===== src/txu_consts.svh =====
/*
  Constants for the transmit element payload unpacker: field positions,
  word counts and length decode limits.
  Assumes it is included by its bare name from the unpacker design file.
*/
`ifndef TXU_CONSTS_SVH
`define TXU_CONSTS_SVH

// ==========================================================
// Element layout
`define TXU_LEN_CODE_HI 19
`define TXU_LEN_CODE_LO 16
`define TXU_DATA_WORD_MIN 2
`define TXU_DATA_WORD_MAX 16
`define TXU_FIFO_DEPTH 4

// ==========================================================
// Length decode
`define TXU_CLASSIC_MAX_LEN 8
`define TXU_DIRECT_CODE_MAX 8

`endif


===== src/txu_pkg.sv =====
/*
  Types shared by the transmit element payload unpacker, its checker and the bench.
  Assumes txu_consts.svh holds the numeric constants.
*/
package txu_pkg;

  // One payload byte leaving the unpacker.
  typedef struct packed {
    logic [7:0] data;
    logic [5:0] index;
    logic last;
  } pay_byte_s;

  // Element header presented by the transmit engine.
  typedef struct packed {
    logic [31:0] ctrl_word;
    logic fd_format;
    logic [4:0] word_count;
  } elem_hdr_s;

  typedef enum logic [1:0] {
    ST_IDLE = 2'b00,
    ST_FETCH = 2'b01,
    ST_EMIT = 2'b10
  } unpack_state_e;

endpackage


===== src/txu_fifo.sv =====
/*
  Small flip-flop FIFO with valid and ready on both sides.
  Assumes one clock and a synchronous active-low reset.
*/
`timescale 1ns/1ps
`default_nettype none

module txu_fifo #(
  parameter int WIDTH = 8,
  parameter int DEPTH = 4
) (
  // Clock and reset.
  input wire logic clk,
  input wire logic rst_b,
  // Filling side.
  input wire logic in_valid,
  output logic in_ready,
  input wire logic [WIDTH-1:0] in_data,
  // Draining side.
  output logic out_valid,
  input wire logic out_ready,
  output logic [WIDTH-1:0] out_data
);

  localparam int AW = (DEPTH > 1) ? $clog2(DEPTH) : 1;

  logic [WIDTH-1:0] mem_r [DEPTH];
  logic [WIDTH-1:0] mem_nxt [DEPTH];
  logic [AW-1:0] rd_r, rd_nxt, wr_r, wr_nxt;
  logic [AW:0] cnt_r, cnt_nxt;
  logic push, pop;

  // Advances a pointer with wrap at the depth.
  function automatic logic [AW-1:0] bump(input logic [AW-1:0] p);
    bump = (p == AW'(DEPTH - 1)) ? '0 : AW'(p + 1'b1);
  endfunction

  // ==========================================================
  // Next state
  // Full and empty come straight from the occupancy count.
  always_comb begin
    in_ready = (cnt_r != (AW+1)'(DEPTH));
    out_valid = (cnt_r != '0);
    out_data = mem_r[rd_r];
    push = in_valid && in_ready;
    pop = out_valid && out_ready;
    mem_nxt = mem_r;
    if (push) begin
      mem_nxt[wr_r] = in_data;
    end
    wr_nxt = push ? bump(wr_r) : wr_r;
    rd_nxt = pop ? bump(rd_r) : rd_r;
    cnt_nxt = cnt_r;
    if (push && !pop) begin
      cnt_nxt = (AW+1)'(cnt_r + 1'b1);
    end else if (pop && !push) begin
      cnt_nxt = (AW+1)'(cnt_r - 1'b1);
    end
  end

  // Registers the pointers, count and storage.
  always_ff @(posedge clk) begin
    if (!rst_b) begin
      rd_r <= '0;
      wr_r <= '0;
      cnt_r <= '0;
      for (int i = 0; i < DEPTH; i++) begin
        mem_r[i] <= '0;
      end
    end else begin
      rd_r <= rd_nxt;
      wr_r <= wr_nxt;
      cnt_r <= cnt_nxt;
      mem_r <= mem_nxt;
    end
  end

endmodule

`default_nettype wire


===== src/tx_buffer_payload_unpacker.sv =====
/*
  Transmit element payload unpacker: decodes the length code of a transmit
  element and streams its payload bytes, in order, through a small FIFO.
  Assumes the transmit engine presents the element control word and then
  supplies data words on request; one clock, synchronous active-low reset.
*/
// Notes on behaviour
// Length code is control word bits 19:16.
// Codes zero to eight give that byte count.
// Classic frames cap codes nine up at eight.
// FD codes nine up: 12,16,20,24,32,48,64.
// First data word holds bytes 0-3, low first.
// Second data word: bytes 7,6,5 high octets.
// Byte 4 lowest; later words same pattern.
// Element size gives two to sixteen data words.
// Emit only decoded bytes; ignore extra storage.
`timescale 1ns/1ps
`default_nettype none
`include "txu_consts.svh"

module tx_buffer_payload_unpacker #(
  parameter int FIFO_DEPTH = `TXU_FIFO_DEPTH
) (
  // Clock and reset.
  input wire logic clk,
  input wire logic rst_b,
  // Element start from the transmit engine.
  input wire logic start_valid,
  output logic start_ready,
  input wire txu_pkg::elem_hdr_s start_hdr,
  // Data word fetch from message storage.
  output logic word_req,
  output logic [3:0] word_idx,
  input wire logic word_valid,
  input wire logic [31:0] word_data,
  // Payload byte stream to the frame serialiser.
  output logic byte_valid,
  input wire logic byte_ready,
  output txu_pkg::pay_byte_s byte_out,
  // Status.
  output logic [6:0] payload_len,
  output logic busy
);
  import txu_pkg::*;

  // ==========================================================
  // Length decode
  // Turns a length code and the frame format into a byte count.
  function automatic logic [6:0] decode_len(input logic [3:0] code,
                                            input logic fd);
    logic [6:0] n;
    n = 7'h00;
    if (code <= 4'(`TXU_DIRECT_CODE_MAX)) begin
      n = {3'h0, code};
    end else if (!fd) begin
      n = 7'(`TXU_CLASSIC_MAX_LEN);
    end else begin
      case (code)
        4'h9: n = 7'h0c;
        4'ha: n = 7'h10;
        4'hb: n = 7'h14;
        4'hc: n = 7'h18;
        4'hd: n = 7'h20;
        4'he: n = 7'h30;
        default: n = 7'h40;
      endcase
    end
    decode_len = n;
  endfunction

  unpack_state_e state_r, state_nxt;
  logic [6:0] len_r, len_nxt;
  logic [6:0] pos_r, pos_nxt;
  logic [31:0] word_r, word_nxt;
  logic rdy_r, rdy_nxt;
  logic req_r, req_nxt;
  logic [3:0] idx_r, idx_nxt;
  logic busy_r, busy_nxt;
  logic [6:0] plen_r, plen_nxt;
  logic [3:0] code;
  logic [4:0] wsize;
  logic [6:0] cap;
  logic f_in_valid, f_in_ready;
  pay_byte_s f_in_data, f_out_data;
  logic f_out_valid;
  logic ov_r, ov_nxt;
  pay_byte_s ob_r, ob_nxt;

  // ==========================================================
  // Control sequence
  // Captures the header, fetches each data word that holds decoded bytes and splits it into bytes.
  always_comb begin
    code = start_hdr.ctrl_word[`TXU_LEN_CODE_HI:`TXU_LEN_CODE_LO];
    wsize = start_hdr.word_count;
    if (wsize < 5'(`TXU_DATA_WORD_MIN)) begin
      wsize = 5'(`TXU_DATA_WORD_MIN);
    end else if (wsize > 5'(`TXU_DATA_WORD_MAX)) begin
      wsize = 5'(`TXU_DATA_WORD_MAX);
    end
    cap = {wsize, 2'b00};
    state_nxt = state_r;
    len_nxt = len_r;
    pos_nxt = pos_r;
    word_nxt = word_r;
    req_nxt = 1'b0;
    idx_nxt = idx_r;
    plen_nxt = plen_r;
    f_in_valid = 1'b0;
    f_in_data.data = word_r[8*pos_r[1:0] +: 8];
    f_in_data.index = pos_r[5:0];
    f_in_data.last = (7'(pos_r + 1'b1) == len_r);
    case (state_r)
      ST_IDLE: begin
        if (start_valid) begin
          len_nxt = decode_len(code, start_hdr.fd_format);
          if (len_nxt > cap) begin
            len_nxt = cap;
          end
          plen_nxt = len_nxt;
          pos_nxt = 7'h00;
          idx_nxt = 4'h0;
          if (len_nxt != 7'h00) begin
            req_nxt = 1'b1;
            state_nxt = ST_FETCH;
          end
        end
      end
      ST_FETCH: begin
        if (word_valid) begin
          word_nxt = word_data;
          state_nxt = ST_EMIT;
        end else begin
          req_nxt = 1'b1;
        end
      end
      ST_EMIT: begin
        f_in_valid = 1'b1;
        if (f_in_ready) begin
          pos_nxt = 7'(pos_r + 1'b1);
          if (f_in_data.last) begin
            state_nxt = ST_IDLE;
          end else if (pos_r[1:0] == 2'b11) begin
            idx_nxt = 4'(idx_r + 1'b1);
            req_nxt = 1'b1;
            state_nxt = ST_FETCH;
          end
        end
      end
      default: begin
        state_nxt = ST_IDLE;
      end
    endcase
    // A byte entering the FIFO on this edge still counts as pending.
    busy_nxt = (state_nxt != ST_IDLE) || f_in_valid || f_out_valid ||
               ov_nxt;
    // The start handshake is ready exactly when the sequence is idle.
    rdy_nxt = (state_nxt == ST_IDLE);
  end

  // Registers the sequence state.
  always_ff @(posedge clk) begin
    if (!rst_b) begin
      state_r <= ST_IDLE;
      len_r <= 7'h00;
      pos_r <= 7'h00;
      word_r <= 32'h0000_0000;
      rdy_r <= 1'b1;
      req_r <= 1'b0;
      idx_r <= 4'h0;
      busy_r <= 1'b0;
      plen_r <= 7'h00;
    end else begin
      state_r <= state_nxt;
      len_r <= len_nxt;
      pos_r <= pos_nxt;
      word_r <= word_nxt;
      rdy_r <= rdy_nxt;
      req_r <= req_nxt;
      idx_r <= idx_nxt;
      busy_r <= busy_nxt;
      plen_r <= plen_nxt;
    end
  end

  // ==========================================================
  // Byte buffer and output stage
  txu_fifo #(
    .WIDTH($bits(pay_byte_s)),
    .DEPTH(FIFO_DEPTH)
  ) u_fifo (
    .clk(clk),
    .rst_b(rst_b),
    .in_valid(f_in_valid),
    .in_ready(f_in_ready),
    .in_data(f_in_data),
    .out_valid(f_out_valid),
    .out_ready(!ov_r || byte_ready),
    .out_data(f_out_data)
  );

  // Output register so every output comes from a flip-flop.
  always_comb begin
    ov_nxt = ov_r;
    ob_nxt = ob_r;
    if (!ov_r || byte_ready) begin
      ov_nxt = f_out_valid;
      ob_nxt = f_out_valid ? f_out_data : ob_r;
    end
  end

  always_ff @(posedge clk) begin
    if (!rst_b) begin
      ov_r <= 1'b0;
      ob_r <= '0;
    end else begin
      ov_r <= ov_nxt;
      ob_r <= ob_nxt;
    end
  end

  assign byte_valid = ov_r;
  assign byte_out = ob_r;
  assign word_req = req_r;
  assign word_idx = idx_r;
  assign payload_len = plen_r;
  assign busy = busy_r;
  assign start_ready = rdy_r;

endmodule

`default_nettype wire


===== config.mk =====
export PLATFORM = sky130hd
export DESIGN_NAME = tx_buffer_payload_unpacker
export DESIGN_NICKNAME = d
export VERILOG_FILES = /design/src/txu_pkg.sv /design/src/txu_fifo.sv /design/src/tx_buffer_payload_unpacker.sv
export VERILOG_INCLUDE_DIRS = /design/src
export SDC_FILE = /design/constraint.sdc
export NUM_CORES = 1
export LEC_CHECK = 0
export BUFFER_PORTS_ARGS = -buffer_cell sky130_fd_sc_hd__buf_2
export CORE_MARGIN = 1
export CORE_UTILIZATION = 25
export CTS_BUF_LIST = sky130_fd_sc_hd__clkbuf_4
export CTS_CLUSTER_DIAMETER = 150
export DETAILED_ROUTE_END_ITERATION = 8
export GPL_ROUTABILITY_DRIVEN = 0
export MAX_ROUTING_LAYER = met4
export PLACE_DENSITY = 0.54
export SKIP_LAST_GASP = 1
export SYNTH_ARGS = -nofsm -noshare
export SYNTH_HDL_FRONTEND = slang
export SYNTH_SLANG_ARGS = --single-unit

===== constraint.sdc =====
create_clock -name clk -period 6.79 [get_ports clk]
set_input_delay 1.0185 -clock clk [delete_from_list [all_inputs] [get_ports clk]]
set_output_delay 1.0185 -clock clk [all_outputs]
set_load 0.01 [all_outputs]

==> tab_implementation.tex <==
\begin{tabular}{lr}
\hline
Metric & Value \\
\hline
\multicolumn{2}{l}{\textbf{Floorplanning}} \\
\quad DIE WIDTH & 163 microns \\
\quad Area of the core & 25300 sq um \\
\quad Area enclosed by the die boundary & 26600 sq um \\
\quad Std cell rows & 58 \\
\quad Top-Level Pins & 105 \\
\quad Initial core utilization & 25.6\% \\
\quad Die height & 163 microns \\
\multicolumn{2}{l}{\textbf{Min path}} \\
\quad Worst min-delay path endpoint & byte\_out[8] \\
\quad Worst hold path startpoint & byte\_out[8] \\
\quad Cell count of the worst hold path & 2 \\
\quad Path type of the worst min-delay path & flop to flop \\
\multicolumn{2}{l}{\textbf{Finish}} \\
\quad Area of the multi-input gates & 3430 sq um \\
\quad Sequential cell area in the final layout & 2760 sq um \\
\quad Fillers & 2737 \\
\quad Signed area change from the synthesized netlist to the final layout & 14.0\% \\
\quad Final \#Nets & 875 \\
\quad Fraction of layout instances using a drive strength above 1 & 17.5\% \\
\multicolumn{2}{l}{\textbf{Drt}} \\
\quad Via count & 5097 \\
\quad Number of remaining DRC errors & 0 \\
\quad Total wirelength of the detailed-routed design & 15700 microns \\
\quad Metal1 wirelength & 8200 microns \\
\quad Number of routed nets with antenna violations & 0 \\
\quad DRC marker count from the first detailed-route iteration & 269 \\
\quad Top layer in use & met4 \\
\quad Met2 WL & 6740 microns \\
\quad Total iterations of the first detailed-routing run & 4 \\
\quad Average wire per standard cell & 13.9 microns \\
\quad Routed met3 length & 553 microns \\
\quad Detail-routed via count per cell & 4.51 \\
\multicolumn{2}{l}{\textbf{Timing}} \\
\quad Slew at the pin closest to its max-slew limit & 1050 ps \\
\quad Final Cycle Share & 45.5\% \\
\quad Setup Skew & 15.5 ps \\
\quad Final TNS setup & 0 ps \\
\quad Setup repair after global routing missed its margin & false \\
\quad Headroom to the max-slew limit & 30.3\% \\
\quad Highest achievable clock rate & 324 MHz \\
\quad Crit path time final & 3090 ps \\
\quad Final setup violating endpoints & 0 \\
\quad Final hold violations & 0 \\
\quad Number of max-slew violations in the final report & 0 \\
\quad Final worst-path setup slack & 3700 ps \\
\multicolumn{2}{l}{\textbf{Setup path}} \\
\quad Critical path's largest stage delay & 970 ps \\
\quad Reg-to-reg critical path startpoint & pos\_r[0] \\
\quad R2R cell count & 7 \\
\quad Minimum setup slack among reg-to-reg paths & 3700 ps \\
\quad Critical path's top delay family & simple AND/OR/NAND/NOR gates \\
\quad Critical path launch point type & flop \\
\quad Reg-to-reg critical path endpoint & word\_idx[3] \\
\quad Critical setup path kind & flop to flop \\
\quad Required time of the worst setup path & 7270 ps \\
\quad Worst setup EP type & flop \\
\quad Cell type of the slowest stage on the worst timing path & dfxtp\_1 \\
\quad Worst setup path start & pos\_r[0] \\
\quad Max FO, Critical Path & 17 \\
\quad Cells along the critical path & ha\_1 > nand3\_1 > nor2\_1 > xnor2\_1 > o211a\_1 > or4\_1 > a21oi\_1 \\
\quad Number of buffer and inverter instances along the worst setup path & 0 \\
\quad Worst path arrival time & 3570 ps \\
\multicolumn{2}{l}{\textbf{Logic synthesis}} \\
\quad Yosys top cell by area & dfxtp\_1 \\
\quad Main area contributors after synthesis & dfxtp\_1 (43\%), nand2\_1 (14\%), a21boi\_0 (13\%), mux4\_2 (6.9\%), ha\_1 (2.5\%) \\
\quad Yosys Warn Count & 0 \\
\quad Avg Cell Area, Syn & 8.74 sq um \\
\quad Post-synth EDFFs & 0 \\
\quad Most repeated cell in the gate-level netlist after synthesis & nand2\_1 \\
\quad Sequential cell area fraction in the yosys report & 42.6\% \\
\quad Top cell types by occurrence after synthesis & nand2\_1 (247), dfxtp\_1 (138), a21boi\_0 (113) \\
\quad \#FFs+latches synth & 138 \\
\quad Syn Inst Count & 742 \\
\quad Netlist Area Pre-Place & 6480 sq um \\
\quad Main flop type after synthesis & dfxtp\_1 \\
\quad Cell variety after synth & 55 \\
\quad Post-synth ARST share & 0\% \\
\quad Number of nets produced by synthesis & 831 \\
\quad Share of Yosys cell area claimed by the top area cell type & 42.6\% \\
\multicolumn{2}{l}{\textbf{Clock network}} \\
\quad CTS Root Cell & clkbuf\_4 \\
\quad CTS tree & yes \\
\quad Setup fix buffers added after clock tree synthesis & 0 \\
\quad Resize count post-CTS & 0 \\
\quad Number of buffers created by CTS & 17 \\
\quad Maximum buffer depth of the clock tree & 2 \\
\quad Clk\_lat worst skew & 550 ps \\
\quad Clock transition at the registers of the reported paths & 120 ps \\
\quad Clock H-tree levels & 4 \\
\quad Number of sinks handled by clock tree synthesis & 138 \\
\quad Hold buffers post-CTS & 0 \\
\multicolumn{2}{l}{\textbf{GRT}} \\
\quad Vias in the first global route & 4749 \\
\quad Number of antenna violations at the first check in global routing & 1 \\
\quad GRT overflow & 0 \\
\quad Global-route wire length before repair & 25400 microns \\
\quad Total Routing Usage GR & 12.7\% \\
\quad Maximum number of pins on one net before global-route repair & 122 \\
\multicolumn{2}{l}{\textbf{Run}} \\
\quad Max cap viols & 0 \\
\multicolumn{2}{l}{\textbf{Power}} \\
\quad Leakage power summed over all cells & 2.67 nW \\
\quad Peak VDD IR & 0.111 mV \\
\quad Power per cell area & 244 nW/um\^{}2 \\
\multicolumn{2}{l}{\textbf{Place}} \\
\quad Number of buffers inserted by port buffering & 76 \\
\quad Worst slack at placement & 3340 ps \\
\quad HPWL after detailed placement & 10500 microns \\
\multicolumn{2}{l}{\textbf{Outcome}} \\
\quad Status & complete, no violations \\
\hline
\end{tabular}
==> worst max-delay path by stage <==
stage                                  to  slack, ps  cells past startpoint
after floorplan            payload_len[2]       3680                     11
after global placement    u_fifo.cnt_r[2]       3380                     11
after detailed placement  u_fifo.cnt_r[2]       3340                     11
after CTS                     word_idx[3]       3670                      7
after global routing      u_fifo.cnt_r[2]       3430                      9
final                         word_idx[3]       3700                      7
==> stage by stage <==
stage          std cells  hold slack [ps]  total power, mW  utilization, %  area [sq um]
6_report            1130              470             1.80            29.2          7390
4_1_cts             1129              476             1.83            29.2          7390
3_5_place_dp        1097              459             1.22            27.9          7060
3_3_place_gp        1097              451             1.22            27.9          7060
5_1_grt             1130              491             1.90            29.2          7390
2_1_floorplan        742              439             1.12               -          6480
==> tightest hold or removal path: cells and delay by family (launching register included) <==
family | cells | cell delay, ps
compound gates | 1 | 60
flops | 1 | 330
simple gates | 1 | 40
==> metal layers <==
layer / GRT usage [%] / vias to the layer above
met5: - / -
met4: 4.80 / 0
met3: 2.56 / 19
met2: 18.1 / 90
met1: 17.5 / 2375
li1: - / 2613
==> cell type report <==
| cell class | instances | area share (%) |
|---|---|---|
| timing repair buffer | 80 | 5.55 |
| inverter | 13 | 0.660 |
| antenna | 1 | 0.0338 |
| sequential | 138 | 37.4 |
| tap | 330 | 5.58 |
| multi-input combinational | 536 | 46.4 |
| clock inverter | 15 | 2.71 |
| clock buffer | 17 | 1.73 |
==> where the power goes <==
part | internal [mW] | leakage [nW] | total [mW] | switching (mW)
clock | 0.292 | 0.166 | 0.608 | 0.316
sequential | 0.842 | 1.12 | 0.888 | 0.0455
combinational | 0.126 | 1.38 | 0.308 | 0.182
total | 1.26 | 2.67 | 1.80 | 0.544
==> registers in the layout (all words and copies together) (netlist names) <==
| register | cells |
|---|---|
| payload_len | 7 |
| byte_valid | 1 |
| u_fifo.wr_r | 2 |
| pos_r | 7 |
| start_ready | 1 |
| word_req | 1 |
| word_idx | 4 |
| u_fifo.mem_r | 60 |
| u_fifo.cnt_r | 3 |
| busy | 1 |
| state_r | 2 |
| word_r | 32 |
| byte_out | 15 |
| u_fifo.rd_r | 2 |
==> cell usage in the layout, fill, tap and decap left out, drive strengths merged, types with 2 or more instances in the layout <==
master	n
o21ai	14
mux2i	5
o211a	5
clkinvlp	3
ha	13
mux4	23
nand2	247
or4	3
a31oi	2
nor3	5
a21oi	12
nand4	2
a21o	2
clkbuf	17
nor3b	3
and3	5
and2	10
a21boi	113
buf	80
nor2b	9
clkinv	8
bufinv	4
nand3	10
o311ai	3
xor2	4
inv	13
dfxtp	138
xnor2	8
o31ai	2
nor2	15
o21a	3
o211ai	2
==> kinds of logic (layout without fill, tap and decap cells) <==
kind of cell	after synthesis	count (layout)	share of synthesized area (%)
AO/OA/AOI/OAI	167	167	19.2
XOR/XNOR	12	12	1.62
adder cells (fa/ha/maj)	14	14	2.82
buffers and inverters	68	125	4.57
flip-flops	138	138	42.6
multiplexers	28	28	8.93
other	0	1	0
AND/OR/NAND/NOR	315	315	20.2
Power figures use the tool's default switching activity.
